`config.mk`:
```
export PLATFORM = sky130hd
export DESIGN_NAME = pcsi_core
export DESIGN_NICKNAME = d
export VERILOG_FILES = /design/src/inc/pcsi_pkg.sv /design/src/verilog/pcsi_core.sv
export VERILOG_INCLUDE_DIRS = /design/src /design/src/inc
export SDC_FILE = /design/constraint.sdc
export NUM_CORES = 1
export LEC_CHECK = 0
export BUFFER_PORTS_ARGS = -buffer_cell sky130_fd_sc_hd__buf_2
export CELL_PAD_IN_SITES_DETAIL_PLACEMENT = 1
export CELL_PAD_IN_SITES_GLOBAL_PLACEMENT = 2
export CORE_ASPECT_RATIO = 0.5
export CORE_UTILIZATION = 36
export DETAILED_ROUTE_END_ITERATION = 12
export GPL_TIMING_DRIVEN = 0
export PLACE_DENSITY = 0.79
export SLEW_MARGIN = 20
export SYNTH_ARGS = -nofsm -noshare
export SYNTH_HDL_FRONTEND = slang
export SYNTH_SLANG_ARGS = --single-unit
```
`constraint.sdc`:
```
create_clock -name aclk -period 4.2 [get_ports aclk]
set_input_delay 0.63 -clock aclk [delete_from_list [all_inputs] [get_ports aclk]]
set_output_delay 0.63 -clock aclk [all_outputs]
set_load 0.02 [all_outputs]
```
`src/inc/pcsi_defs.svh`:
```
// offsets, field positions and reset values of the program counter unit
`ifndef PCSI_DEFS_SVH
`define PCSI_DEFS_SVH

// ************************************************************
// register byte addresses
// ************************************************************
`define PCSI_OFF_PCLOW      8'h00
`define PCSI_OFF_PCHIGH     8'h04
`define PCSI_OFF_FSEL       8'h08
`define PCSI_OFF_BANK       8'h0C
`define PCSI_OFF_PCFULL     8'h10

// ************************************************************
// field positions and widths
// ************************************************************
`define PCSI_PC_W           13
`define PCSI_JUMP_W         11
`define PCSI_HI_FULL_MSB    4
`define PCSI_HI_PAGE_LSB    3
`define PCSI_BANK_IND_BIT   7
`define PCSI_BANK_DIR_HI    6
`define PCSI_BANK_DIR_LO    5

// ************************************************************
// reset values and interrupt vector
// ************************************************************
`define PCSI_RST_PC         13'h0000
`define PCSI_RST_BYTE       8'h00
`define PCSI_IRQ_VECTOR     13'h0004

`endif

```
`src/inc/pcsi_pkg.sv`:
```
// types shared by the program counter unit and its users
package pcsi_pkg;

    // ************************************************************
    // flow operations from instruction decode
    // ************************************************************
    typedef enum logic [2:0] {
        PCSI_OP_STEP    = 3'b000,
        PCSI_OP_JUMP    = 3'b001,
        PCSI_OP_CALL    = 3'b010,
        PCSI_OP_RET     = 3'b011,
        PCSI_OP_IRQ     = 3'b100,
        PCSI_OP_LOWWR   = 3'b101,
        PCSI_OP_LOWADD  = 3'b110
    } pcsi_op_t;

    typedef struct packed {
        logic           valid;
        pcsi_op_t       op;
        logic [10:0]    target;
        logic [7:0]     data;
    } pcsi_flow_req_t;

    // ************************************************************
    // data address request and result
    // ************************************************************
    typedef struct packed {
        logic           indirect;
        logic [6:0]     location;
    } pcsi_daddr_req_t;

    typedef struct packed {
        logic [8:0]     addr;
        logic           read_zero;
        logic           write_block;
    } pcsi_daddr_t;

    typedef enum logic [1:0] {
        PCSI_BUS_IDLE   = 2'b00,
        PCSI_BUS_WRITE  = 2'b01,
        PCSI_BUS_RESP   = 2'b10
    } pcsi_wstate_t;

endpackage

```
`src/verilog/pcsi_core.sv`:
```
// program counter, return stack and data addressing unit with axi4-lite registers
//
// Behaviour
// - program counter is thirteen bits wide
// - low counter byte is read/write; upper bits only loaded from high latch
// - writing the low byte also loads upper five bits from high latch
// - call or jump takes the top two counter bits from high latch bits 4:3
// - any reset clears the whole program counter
// - adding to the low byte never carries into the upper bits
// - return stack holds eight entries of thirteen bits
// - stack sits outside all spaces; its pointer is invisible to software
// - call and interrupt vectoring push the counter
// - return pops the top stack entry into the counter
// - push and pop leave the high latch untouched
// - stack wraps circularly; ninth push overwrites first entry
// - no overflow or underflow status exists
// - indirect port has no storage; it reaches the pointed location
// - indirect port reached indirectly reads as zero
// - indirect port reached indirectly stores nothing
// - indirect address is bank bit above eight-bit pointer
`timescale 1ns/1ps
`include "pcsi_defs.svh"

module pcsi_core #(
    parameter int STACK_DEPTH = 8,
    parameter int PTR_W       = 3
) (
    input  wire logic                       aclk,
    input  wire logic                       aresetn,
    input  wire logic                       s_axi_awvalid,
    output      logic                       s_axi_awready,
    input  wire logic [7:0]                 s_axi_awaddr,
    input  wire logic                       s_axi_wvalid,
    output      logic                       s_axi_wready,
    input  wire logic [31:0]                s_axi_wdata,
    input  wire logic [3:0]                 s_axi_wstrb,
    output      logic                       s_axi_bvalid,
    input  wire logic                       s_axi_bready,
    output      logic [1:0]                 s_axi_bresp,
    input  wire logic                       s_axi_arvalid,
    output      logic                       s_axi_arready,
    input  wire logic [7:0]                 s_axi_araddr,
    output      logic                       s_axi_rvalid,
    input  wire logic                       s_axi_rready,
    output      logic [31:0]                s_axi_rdata,
    output      logic [1:0]                 s_axi_rresp,
    input  wire pcsi_pkg::pcsi_flow_req_t   flow_req,
    output      logic [12:0]                pc_value,
    input  wire pcsi_pkg::pcsi_daddr_req_t  daddr_req,
    output      pcsi_pkg::pcsi_daddr_t      daddr
);

    // ************************************************************
    // state
    // ************************************************************
    logic [12:0]                pc_ff;
    logic [12:0]                nxt_pc;
    logic [7:0]                 pc_high_latch_ff;
    logic [7:0]                 file_select_pointer_ff;
    logic                       indirect_bank_bit_ff;
    logic                       direct_bank_select_hi_ff;
    logic                       direct_bank_select_lo_ff;
    logic [12:0]                stack_ff [STACK_DEPTH];
    logic [PTR_W-1:0]           sp_ff;
    logic [PTR_W-1:0]           nxt_sp;
    logic                       push;
    logic                       pop;
    logic [12:0]                push_value;

    pcsi_pkg::pcsi_wstate_t     wstate_ff;
    logic                       aw_held_ff;
    logic                       w_held_ff;
    logic [7:0]                 waddr_ff;
    logic [31:0]                wdata_ff;
    logic [3:0]                 wstrb_ff;
    logic [1:0]                 bresp_ff;
    logic                       rvalid_ff;
    logic [31:0]                rdata_ff;
    logic [1:0]                 rresp_ff;

    // ************************************************************
    // helpers
    // ************************************************************
    // upper bits for a low-byte load: all five from the latch
    function automatic logic [12:0] low_load(input logic [7:0] hi, input logic [7:0] lo);
        low_load = {hi[`PCSI_HI_FULL_MSB:0], lo};
    endfunction

    function automatic logic [1:0] map_resp(input logic hit);
        map_resp = hit ? 2'h0 : 2'h2;
    endfunction

    // ************************************************************
    // flow decode
    // ************************************************************
    wire        op_valid    = flow_req.valid;
    wire        op_step     = op_valid && (flow_req.op == pcsi_pkg::PCSI_OP_STEP);
    wire        op_jump     = op_valid && (flow_req.op == pcsi_pkg::PCSI_OP_JUMP);
    wire        op_call     = op_valid && (flow_req.op == pcsi_pkg::PCSI_OP_CALL);
    wire        op_ret      = op_valid && (flow_req.op == pcsi_pkg::PCSI_OP_RET);
    wire        op_irq      = op_valid && (flow_req.op == pcsi_pkg::PCSI_OP_IRQ);
    wire        op_lowwr    = op_valid && (flow_req.op == pcsi_pkg::PCSI_OP_LOWWR);
    wire        op_lowadd   = op_valid && (flow_req.op == pcsi_pkg::PCSI_OP_LOWADD);
    wire [12:0] pc_plus1    = pc_ff + 13'h0001;
    wire [12:0] far_target  = {pc_high_latch_ff[`PCSI_HI_FULL_MSB:`PCSI_HI_PAGE_LSB],
                               flow_req.target};
    wire [7:0]  low_sum     = pc_ff[7:0] + flow_req.data;
    wire [PTR_W-1:0] sp_dec = sp_ff - {{(PTR_W-1){1'b0}}, 1'b1};

    // ************************************************************
    // axi write side
    // ************************************************************
    // software writes wait while the core moves the counter, so neither is lost
    wire        wr_fire     = (wstate_ff == pcsi_pkg::PCSI_BUS_WRITE) && !op_valid;
    wire        wr_lane0    = wstrb_ff[0];
    wire        hit_pclow   = (waddr_ff == `PCSI_OFF_PCLOW);
    wire        hit_pchigh  = (waddr_ff == `PCSI_OFF_PCHIGH);
    wire        hit_fsel    = (waddr_ff == `PCSI_OFF_FSEL);
    wire        hit_bank    = (waddr_ff == `PCSI_OFF_BANK);
    wire        hit_pcfull  = (waddr_ff == `PCSI_OFF_PCFULL);
    wire        wr_hit      = hit_pclow || hit_pchigh || hit_fsel || hit_bank || hit_pcfull;
    wire        sw_low_wr   = wr_fire && hit_pclow && wr_lane0;

    assign s_axi_awready = (wstate_ff == pcsi_pkg::PCSI_BUS_IDLE) && !aw_held_ff;
    assign s_axi_wready  = (wstate_ff == pcsi_pkg::PCSI_BUS_IDLE) && !w_held_ff;
    assign s_axi_bvalid  = (wstate_ff == pcsi_pkg::PCSI_BUS_RESP);
    assign s_axi_bresp   = bresp_ff;

    wire aw_take = s_axi_awvalid && s_axi_awready;
    wire w_take  = s_axi_wvalid && s_axi_wready;
    wire aw_have = aw_held_ff || aw_take;
    wire w_have  = w_held_ff || w_take;

    always_ff @(posedge aclk)
    begin
        if (!aresetn)
        begin
            wstate_ff  <= pcsi_pkg::PCSI_BUS_IDLE;
            aw_held_ff <= 1'b0;
            w_held_ff  <= 1'b0;
            waddr_ff   <= 8'h00;
            wdata_ff   <= 32'h00000000;
            wstrb_ff   <= 4'h0;
            bresp_ff   <= 2'h0;
        end
        else
        begin
            case (wstate_ff)
                pcsi_pkg::PCSI_BUS_IDLE:
                begin
                    if (aw_take)
                    begin
                        waddr_ff   <= s_axi_awaddr;
                        aw_held_ff <= 1'b1;
                    end
                    if (w_take)
                    begin
                        wdata_ff  <= s_axi_wdata;
                        wstrb_ff  <= s_axi_wstrb;
                        w_held_ff <= 1'b1;
                    end
                    if (aw_have && w_have)
                    begin
                        wstate_ff <= pcsi_pkg::PCSI_BUS_WRITE;
                    end
                end
                pcsi_pkg::PCSI_BUS_WRITE:
                begin
                    if (!op_valid)
                    begin
                        bresp_ff   <= map_resp(wr_hit);
                        aw_held_ff <= 1'b0;
                        w_held_ff  <= 1'b0;
                        wstate_ff  <= pcsi_pkg::PCSI_BUS_RESP;
                    end
                end
                pcsi_pkg::PCSI_BUS_RESP:
                begin
                    if (s_axi_bready)
                    begin
                        wstate_ff <= pcsi_pkg::PCSI_BUS_IDLE;
                    end
                end
                default:
                begin
                    wstate_ff <= pcsi_pkg::PCSI_BUS_IDLE;
                end
            endcase
        end
    end

    // ************************************************************
    // software registers
    // ************************************************************
    // full counter word is read-only; the stack pointer has no address at all
    always_ff @(posedge aclk)
    begin
        if (!aresetn)
        begin
            pc_high_latch_ff         <= `PCSI_RST_BYTE;
            file_select_pointer_ff   <= `PCSI_RST_BYTE;
            indirect_bank_bit_ff     <= 1'b0;
            direct_bank_select_hi_ff <= 1'b0;
            direct_bank_select_lo_ff <= 1'b0;
        end
        else if (wr_fire && wr_lane0)
        begin
            if (hit_pchigh)
            begin
                pc_high_latch_ff <= wdata_ff[7:0];
            end
            else if (hit_fsel)
            begin
                file_select_pointer_ff <= wdata_ff[7:0];
            end
            else if (hit_bank)
            begin
                indirect_bank_bit_ff     <= wdata_ff[`PCSI_BANK_IND_BIT];
                direct_bank_select_hi_ff <= wdata_ff[`PCSI_BANK_DIR_HI];
                direct_bank_select_lo_ff <= wdata_ff[`PCSI_BANK_DIR_LO];
            end
        end
    end

    // ************************************************************
    // program counter and return stack
    // ************************************************************
    assign push       = op_call || op_irq;
    assign pop        = op_ret;
    assign push_value = op_call ? pc_plus1 : pc_ff;
    // pointer just wraps; nothing records overflow or underflow
    assign nxt_sp     = push ? sp_ff + {{(PTR_W-1){1'b0}}, 1'b1} : (pop ? sp_dec : sp_ff);

    always_comb
    begin
        nxt_pc = pc_ff;
        if (op_step)
        begin
            nxt_pc = pc_plus1;
        end
        else if (op_jump || op_call)
        begin
            nxt_pc = far_target;
        end
        else if (op_ret)
        begin
            nxt_pc = stack_ff[sp_dec];
        end
        else if (op_irq)
        begin
            nxt_pc = `PCSI_IRQ_VECTOR;
        end
        else if (op_lowwr)
        begin
            nxt_pc = low_load(pc_high_latch_ff, flow_req.data);
        end
        else if (op_lowadd)
        begin
            nxt_pc = low_load(pc_high_latch_ff, low_sum);
        end
        else if (sw_low_wr)
        begin
            nxt_pc = low_load(pc_high_latch_ff, wdata_ff[7:0]);
        end
    end

    // high latch is written only by software above, never by push or pop
    always_ff @(posedge aclk)
    begin
        if (!aresetn)
        begin
            pc_ff <= `PCSI_RST_PC;
            sp_ff <= '0;
        end
        else
        begin
            pc_ff <= nxt_pc;
            sp_ff <= nxt_sp;
        end
    end

    // storage is not cleared at reset; stale entries are simply overwritten
    always_ff @(posedge aclk)
    begin
        if (push)
        begin
            stack_ff[sp_ff] <= push_value;
        end
    end

    assign pc_value = pc_ff;

    // ************************************************************
    // axi read side
    // ************************************************************
    wire       rd_pclow  = (s_axi_araddr == `PCSI_OFF_PCLOW);
    wire       rd_pchigh = (s_axi_araddr == `PCSI_OFF_PCHIGH);
    wire       rd_fsel   = (s_axi_araddr == `PCSI_OFF_FSEL);
    wire       rd_bank   = (s_axi_araddr == `PCSI_OFF_BANK);
    wire       rd_pcfull = (s_axi_araddr == `PCSI_OFF_PCFULL);
    wire       rd_hit    = rd_pclow || rd_pchigh || rd_fsel || rd_bank || rd_pcfull;
    wire [7:0] bank_word = {indirect_bank_bit_ff, direct_bank_select_hi_ff,
                            direct_bank_select_lo_ff, 5'h00};
    wire [31:0] rd_word  = rd_pclow  ? {24'h000000, pc_ff[7:0]} :
                           rd_pchigh ? {24'h000000, pc_high_latch_ff} :
                           rd_fsel   ? {24'h000000, file_select_pointer_ff} :
                           rd_bank   ? {24'h000000, bank_word} :
                           rd_pcfull ? {19'h00000, pc_ff} : 32'h00000000;

    assign s_axi_arready = !rvalid_ff;
    assign s_axi_rvalid  = rvalid_ff;
    assign s_axi_rdata   = rdata_ff;
    assign s_axi_rresp   = rresp_ff;

    always_ff @(posedge aclk)
    begin
        if (!aresetn)
        begin
            rvalid_ff <= 1'b0;
            rdata_ff  <= 32'h00000000;
            rresp_ff  <= 2'h0;
        end
        else if (s_axi_arvalid && !rvalid_ff)
        begin
            rvalid_ff <= 1'b1;
            rdata_ff  <= rd_word;
            rresp_ff  <= map_resp(rd_hit);
        end
        else if (s_axi_rready)
        begin
            rvalid_ff <= 1'b0;
        end
    end

    // ************************************************************
    // data addressing
    // ************************************************************
    // pointer at location zero of any bank is the port itself: no storage behind it
    wire ind_self = daddr_req.indirect && (file_select_pointer_ff[6:0] == 7'h00);

    assign daddr.addr        = daddr_req.indirect
                             ? {indirect_bank_bit_ff, file_select_pointer_ff}
                             : {direct_bank_select_hi_ff, direct_bank_select_lo_ff,
                                daddr_req.location};
    assign daddr.read_zero   = ind_self;
    assign daddr.write_block = ind_self;

endmodule // pcsi_core

```
==> results of run 1 <==
-- cells in the mapped netlist, types with 2 or more instances --
| cell type | number | area, um^2 |
|---|---|---|
| nand4b_1 | 3 | 26.3 |
| buf_2 | 9 | 45.0 |
| nand3_1 | 18 | 90.1 |
| and2_1 | 5 | 31.3 |
| a21oi_1 | 62 | 310 |
| o221ai_1 | 2 | 17.5 |
| a211oi_1 | 8 | 60.1 |
| o21ai_0 | 30 | 150 |
| nor3_1 | 19 | 95.1 |
| inv_1 | 10 | 37.5 |
| xor2_1 | 5 | 43.8 |
| buf_4 | 28 | 210 |
| a2111oi_0 | 4 | 35.0 |
| and4b_1 | 3 | 30.0 |
| a221oi_1 | 6 | 52.6 |
| or3_1 | 6 | 37.5 |
| nand4_1 | 2 | 12.5 |
| clkbuf_1 | 29 | 109 |
| o211ai_1 | 6 | 45.0 |
| dfxtp_1 | 72 | 1440 |
| nor2_1 | 65 | 244 |
| xnor2_1 | 16 | 140 |
| mux4_2 | 26 | 586 |
| nand2b_1 | 5 | 31.3 |
| mux2_2 | 10 | 113 |
| nor4_1 | 4 | 25.0 |
| a222oi_1 | 2 | 20.0 |
| a2bb2oi_1 | 3 | 26.3 |
| nand2_1 | 99 | 372 |
| nor2b_1 | 7 | 43.8 |
| and3_1 | 3 | 18.8 |
| a21o_1 | 2 | 15.0 |
| ha_1 | 10 | 125 |
| a311oi_1 | 5 | 43.8 |
| edfxtp_1 | 104 | 3120 |
| a22oi_1 | 10 | 75.1 |
| nor3b_1 | 2 | 15.0 |
| mux2i_1 | 26 | 260 |
| o21a_1 | 4 | 30.0 |
| a31oi_1 | 6 | 37.5 |
-- flip-flops by register name, indices dropped and copies added, names as in the netlist, 2 cells and up --
| register | count |
|---|---|
| waddr_ff | 8 |
| sp_ff | 3 |
| wdata_ff | 8 |
| pc_value | 13 |
| pc_high_latch_ff | 8 |
| stack_ff | 104 |
| wstate_ff | 2 |
| s_axi_rdata | 13 |
| file_select_pointer_ff | 8 |
-- power groups by stage --
stage                     clock (W)  sequential [W]  combinational (W)
after global routing        0.00167         0.00194           0.000698
final                       0.00159         0.00194           0.000643
after floorplan                   0         0.00197           0.000417
after detailed placement          0         0.00197           0.000641
after global placement            0         0.00197           0.000623
after CTS                   0.00161         0.00194           0.000645
-- cell type report --
class,count,area (um^2)
buffer,69,384
sequential,176,4560
multi-input combinational,525,3580
clock buffer,17,425
inverter,10,37.5
timing repair buffer,105,541
fill,2557,12900
clock inverter,15,148
tap,307,384
-- worst register-to-register path, cell delays in order, from the launching register on --
cell and delay (ns):
dfxtp_1 0.34, buf_4 0.23, buf_4 0.28, buf_4 0.28
inv_1 0.15, ha_1 0.30, buf_2 0.26, buf_4 0.25
clkbuf_1 0.61, mux4_2 0.41, mux2i_1 0.30, o21ai_0 0.13
o211ai_1 0.11, a21oi_1 0.09
-- layer usage --
layer | GRT usage [%] | vias up | part of all wire, %
met4 | 5.42 | 0 | 1.4
met2 | 35.8 | 120 | 48
met1 | 29.9 | 3286 | 48
met5 | 0 | - | 0
li1 | - | 3053 | -
met3 | 3.91 | 24 | 2.9
-- kinds of logic (layout without fill, tap and decap cells) --
logic type	after synthesis	count (layout)	share of synthesized area, %
AND/OR/NAND/NOR	249	249	13.6
flip-flops	176	176	53.9
AO/OA/AOI/OAI	160	160	12.0
buffers and inverters	79	216	4.98
multiplexers	62	62	11.3
XOR/XNOR	22	22	2.37
adder cells (fa/ha/maj)	11	11	1.72
other	1	21	0.0443
-- metrics by stage --
step	instance area (um^2)	power (W)	util [%]	hold WS [ns]
after global placement	9430	0.00259	41.1	0.445
after floorplan	8540	0.00239	-	0.432
after CTS	10100	0.00420	43.9	0.351
after detailed placement	9490	0.00262	41.4	0.448
final	10100	0.00417	43.9	0.366
after global routing	10100	0.00431	43.9	0.359
-- worst paths after layout --
check / from / end / slack (ns) / cells after the start
max: sp_ff[0]$_SDFFE_PN0P_ / pc_value[8]$_SDFFE_PN0P_ / 0.34 / 13
min: s_axi_rready / s_axi_rvalid$_SDFFE_PN0P_ / 0.37 / 2
max reg2reg: sp_ff[0]$_SDFFE_PN0P_ / pc_value[8]$_SDFFE_PN0P_ / 0.34 / 13
min reg2reg: s_axi_rresp[1]$_SDFFE_PN0P_ / s_axi_rresp[1]$_SDFFE_PN0P_ / 0.46 / 2
==> impl_metrics.csv, run 1 <==
group,metric,value,unit
pwr,seq_power_share,46.4,%
floorplanning,die_w,219,um
grt,grt_overflow,0,
finish,area_growth,18.9,%
placement,dpl.hpwl,19000,um
finish,mostFrequentLayoutCell,"buf_2",
setup_path,end_kind,"flop",
setup_path,path_cells,"buf_4 -> buf_4 -> buf_4 -> inv_1 -> ha_1 -> buf_2 -> buf_4 -> clkbuf_1 -> mux4_2 -> mux2i_1 -> o21ai_0 -> o211ai_1 -> a21oi_1",
yosys,seq_area_frac_synth,53.9,%
cts,hold_buffers,0,
route,wl_per_cell,21.1,um
pwr,combPwrFrac,15.4,%
timing,period_share,91.9,%
floorplanning,die_h,110,um
yosys,synth_edf_count,104,
finish,final_cell_mix,"buf_2, edfxtp_1, nand2_1",
setup_path,slowest_stage,"clkbuf_1",
finish,nets,1005,
pwr,power_leakage,3.82,nW
timing,skew,0.0116,ns
timing,setup_viol_count_final,0,
grt,track_usage,21.9,%
min_path,hold_class,"primary input to flop",
grt,grt_pass1_wl,39400,um
finish,n_antenna_cell,0,
timing,grt_setup_unrepaired,"no",
yosys,synth_ff_type,"edfxtp_1",
yosys,syn_inst,760,
floorplanning,row_count,39,
route,viasPerCell,5.30,
pwr,powerDensity,415,nW/um^2
run_status,status,"finished, final reports clean",
setup_path,criticalPathCategory,"flop to flop",
setup_path,crit_fanout,10,
grt,grt_max_degree,18,
cts,cts_buffer_depth,2,
grt,grt_pass1_vias,6621,
yosys,ys_ff_latch,176,
cts,insertion_delay,0.45,ns
timing,finalMaxSlewViolations,0,
placement,placed_cells,1192,
pwr,intPower,0.00297,W
floorplanning,start_util,36.9,%
timing,tightest_slew,0.929,ns
setup_path,crit_arrival,4.16,ns
yosys,yosys_warnings,0,
flow_run,maxCapViolations,0,
cts,cts_tree,"yes",
yosys,syn-cell-area,8460,um^2
placement,numPortBuffers,102,
route,drtIter0Drc,351,
timing,fin_tns_setup,0,ns
grt,antenna_found_initial,0,
floorplanning,io_pins,155,
cts,clk_pin_slew,0.08,ns
cts,cts_setup_buffers,0,
timing,maxSlewHeadroom,38.0,%
pwr,ir_drop,181,uV
cts,cts_sinks,176,
finish,final_cells,1224,
finish,drive_gt1_share,24.6,%
floorplanning,die-area,24200,um^2
cts,cts_root_buf,"clkbuf_16",
route,drtAntennaViolNets,0,
setup_path,cp_num_buf_inv,7,
route,drcViolationCount,0,
pwr,p_sw,0.00121,W
setup_path,required,4.50,ns
setup_path,crit_top_cell,"buf_4",
cts,cts_resized,0,
yosys,yosysUniqueCellTypes,64,
placement,place.gp.congestion,0.888,
timing,hold_viol_final,0,
pwr,swShare,28.9,%
cts,cts_inserted_buffers,17,
placement,dpl_worst_slack,0.281,ns
yosys,syn_avg_cell_area,11.1,um^2
timing,fmax,259,MHz
setup_path,critPathMaxStageDelay,0.61,ns
timing,fin_ws,0.339,ns
setup_path,cpLargestDelayFamily,"buffers and inverters",
route,num_vias,6483,
setup_path,cp-start-kind,"flop",
cts,htree_levels,4,
pwr,power_frac_clock,38.2,%
yosys,synth-async-reset-ratio,0,%
floorplanning,coreArea,22900,um^2
timing,min_period,3.86,ns
route,drt_wl_total,25900,um
route,first_pass_iters,5,
Power figures use the tool's default switching activity.
==> inputs of run 2 (changes only) <==
ABC_AREA = 1   (was default)
CORE_UTILIZATION = 33   (was 36)
PLACE_DENSITY = default   (was 0.79)
PLACE_DENSITY_LB_ADDON = 0.15   (was default)
==> run 2 against run 1 <==
Effect of this change:
- utilization shrank 3.2 points
- sequential power is essentially flat
- global-route usage decreased by 0.39 points
- count of clock-buffer cells in the layout is 1 higher
- sequential cell count is the same
- register-to-register slack better by 0.88 ns
- synthesized cell count is 32% higher
- combinational power is 13% higher
==> impl_metrics.csv, run 2 <==
group,metric,value,unit
cts,insertion_delay,0.45,ns
grt,grt_pass1_vias,7399,
floorplanning,row_count,41,
floorplanning,io_pins,155,
route,first_pass_iters,5,
pwr,p_sw,0.00129,W
cts,cts_sinks,176,
yosys,synth_edf_count,104,
grt,grt_pass1_wl,42800,um
grt,track_usage,21.5,%
placement,place.gp.congestion,0.846,
finish,mostFrequentLayoutCell,"nand2_1",
cts,cts_tree,"yes",
pwr,powerDensity,409,nW/um^2
yosys,seq_area_frac_synth,52.8,%
cts,cts_resized,0,
floorplanning,die_w,231,um
setup_path,r2r_cells,11,
finish,nets,1255,
yosys,synth_ff_type,"edfxtp_1",
placement,dpl.hpwl,21200,um
timing,finalMaxSlewViolations,0,
yosys,syn-cell-area,8650,um^2
cts,cts_buffer_depth,2,
timing,period_share,70.9,%
finish,n_fill_cell,3075,
cts,cts_root_buf,"clkbuf_16",
placement,dpl_worst_slack,1.24,ns
route,num_vias,7526,
grt,antenna_found_initial,0,
cts,cts_setup_buffers,0,
route,drtIter0Drc,445,
timing,hold_viol_final,0,
timing,fmax,336,MHz
min_path,min-delay-start,"s_axi_bready",
pwr,swShare,30.4,%
setup_path,criticalPathCategory,"flop to flop",
floorplanning,die_h,116,um
cts,htree_levels,4,
floorplanning,die-area,26900,um^2
timing,fin_ws,1.22,ns
floorplanning,start_util,34.0,%
cts,hold_buffers,0,
yosys,synth_top_area_cell,"edfxtp_1",
timing,tightest_slew,1.19,ns
min_path,hold_class,"primary input to flop",
timing,grt_setup_unrepaired,"no",
pwr,ir_drop,241,uV
yosys,yosys_warnings,0,
setup_path,crit_arrival,3.37,ns
route,drt_wl_total,28300,um
min_path,hold_end,"wstate_ff[1]$_SDFFE_PN0P_",
route,wl_per_cell,18.7,um
grt,grt_overflow,0,
yosys,yosysMostFrequentCell,"nand2_1",
pwr,power_leakage,4.20,nW
route,viasPerCell,4.98,
finish,drive_gt1_share,18.9,%
yosys,syn_avg_cell_area,8.62,um^2
route,drtAntennaViolNets,0,
setup_path,crit_fanout,10,
finish,multi_input_area,3450,um^2
yosys,ys_ff_latch,176,
setup_path,r2r-end,"pc_value[0]$_SDFFE_PN0P_",
setup_path,end_kind,"flop",
placement,numPortBuffers,106,
finish,n_antenna_cell,0,
finish,largest_reg_flops,104,
finish,seq_area,4560,um^2
pwr,combPwrFrac,17.1,%
floorplanning,coreArea,25400,um^2
finish,area_growth,19.6,%
finish,largest-register,"stack_ff",
setup_path,reg2reg_from,"sp_ff[0]$_SDFFE_PN0P_",
timing,setup_viol_count_final,0,
yosys,synthTopCellsByCount,"nand2_1, nor2_1, o21ai_0",
min_path,worstHoldPathCells,4,
flow_run,maxCapViolations,0,
timing,fin_tns_setup,0,ns
yosys,syn_inst,1003,
setup_path,required,4.59,ns
pwr,power_frac_clock,36.9,%
run_status,status,"finished, final reports clean",
route,drcViolationCount,0,
setup_path,ff2ff_setup_slack,1.22,ns
finish,final_cell_mix,"nand2_1, buf_2, nor2_1",
pwr,seq_power_share,46.0,%
cts,clk_pin_slew,0.07,ns
timing,min_period,2.98,ns
timing,skew,0.00964,ns
yosys,synth-async-reset-ratio,0,%
yosys,yosysUniqueCellTypes,43,
grt,grt_max_degree,17,
timing,maxSlewHeadroom,20.0,%
yosys,synth_top_area_share,36.1,%
pwr,intPower,0.00294,W
setup_path,cp-start-kind,"flop",
yosys,synthTopCellsByArea,"edfxtp_1, dfxtp_1, nand2_1",
cts,cts_inserted_buffers,17,
==> run 2: layout make-up <==
cell class                      instances  area share [%]
Buffer                                 66            3.56
Clock buffer                           18            4.15
Clock inverter                         14            1.26
Inverter                               97            3.52
Multi-Input combinational cell        684            33.3
Sequential cell                       176            44.1
Tap cell                              344            4.16
Timing Repair Buffer                  112            5.89
==> run 2: per-layer routing <==
layer | vias to the layer above | track usage (%) | wire (um)
li1 | 3678 | - | -
met1 | 3703 | 29.3 | 14100
met2 | 119 | 35.4 | 13000
met3 | 26 | 3.91 | 898
met4 | 0 | 5.34 | 333
met5 | - | 0 | 0
==> run 2: cells by family (layout without fill, tap and decap cells) <==
| kind of cell | count (synthesis) | after routing | share of synthesized area, % |
|---|---|---|---|
| AND/OR/NAND/NOR | 369 | 369 | 18.0 |
| AO/OA/AOI/OAI | 268 | 268 | 17.6 |
| buffers and inverters | 163 | 307 | 8.46 |
| other | 1 | 21 | 0.0434 |
| flip-flops | 176 | 176 | 52.8 |
| adder cells (fa/ha/maj) | 11 | 11 | 1.68 |
| XOR/XNOR | 15 | 15 | 1.52 |
==> run 2: worst max-delay path by stage <==
stage / to / startpoint / slack, ns / depth (start not counted)
floorplan: stack_ff[0][0]$_DFFE_PP_ / flow_req[22] / 1.91 / 8
global placement: stack_ff[7][8]$_DFFE_PP_ / flow_req[22] / 0.72 / 9
detailed placement: stack_ff[0][9]$_DFFE_PP_ / flow_req[22] / 1.24 / 9
CTS: pc_value[0]$_SDFFE_PN0P_ / sp_ff[0]$_SDFFE_PN0P_ / 1.25 / 11
global route: pc_value[0]$_SDFFE_PN0P_ / sp_ff[0]$_SDFFE_PN0P_ / 0.94 / 11
finish: pc_value[0]$_SDFFE_PN0P_ / sp_ff[0]$_SDFFE_PN0P_ / 1.22 / 11
==> run 2: power by group through the flow <==
| stage | combinational (W) | sequential [W] | clock (W) |
|---|---|---|---|
| after detailed placement | 0.000723 | 0.00199 | 0 |
| after global placement | 0.000707 | 0.00198 | 0 |
| after global routing | 0.000809 | 0.00195 | 0.00163 |
| after CTS | 0.000728 | 0.00195 | 0.00158 |
| after floorplan | 0.000454 | 0.00199 | 0 |
| final | 0.000724 | 0.00195 | 0.00156 |
==> run 2: worst max-delay path, stage by stage, from the launching register on <==
cell	delay (ns)
dfxtp_1	0.38
inv_2	0.14
clkbuf_1	0.44
ha_1	0.34
inv_1	0.24
clkbuf_1	0.45
o21ai_0	0.19
o221ai_1	0.21
o211ai_1	0.20
nand3_1	0.13
nand3_1	0.07
a21oi_1	0.13
==> run 2: per-stage QoR <==
| step | power (W) | hold WS, ns | util [%] | cells | cell area, um^2 |
|---|---|---|---|---|---|
| detailed placement | 0.00271 | 0.455 | 38.4 | 1479 | 9780 |
| CTS | 0.00426 | 0.422 | 40.6 | 1511 | 10300 |
| global route | 0.00440 | 0.459 | 40.6 | 1511 | 10300 |
| global placement | 0.00269 | 0.449 | 38.1 | 1473 | 9680 |
| floorplan | 0.00244 | 0.441 | - | 1023 | 8720 |
| finish | 0.00423 | 0.448 | 40.6 | 1511 | 10300 |
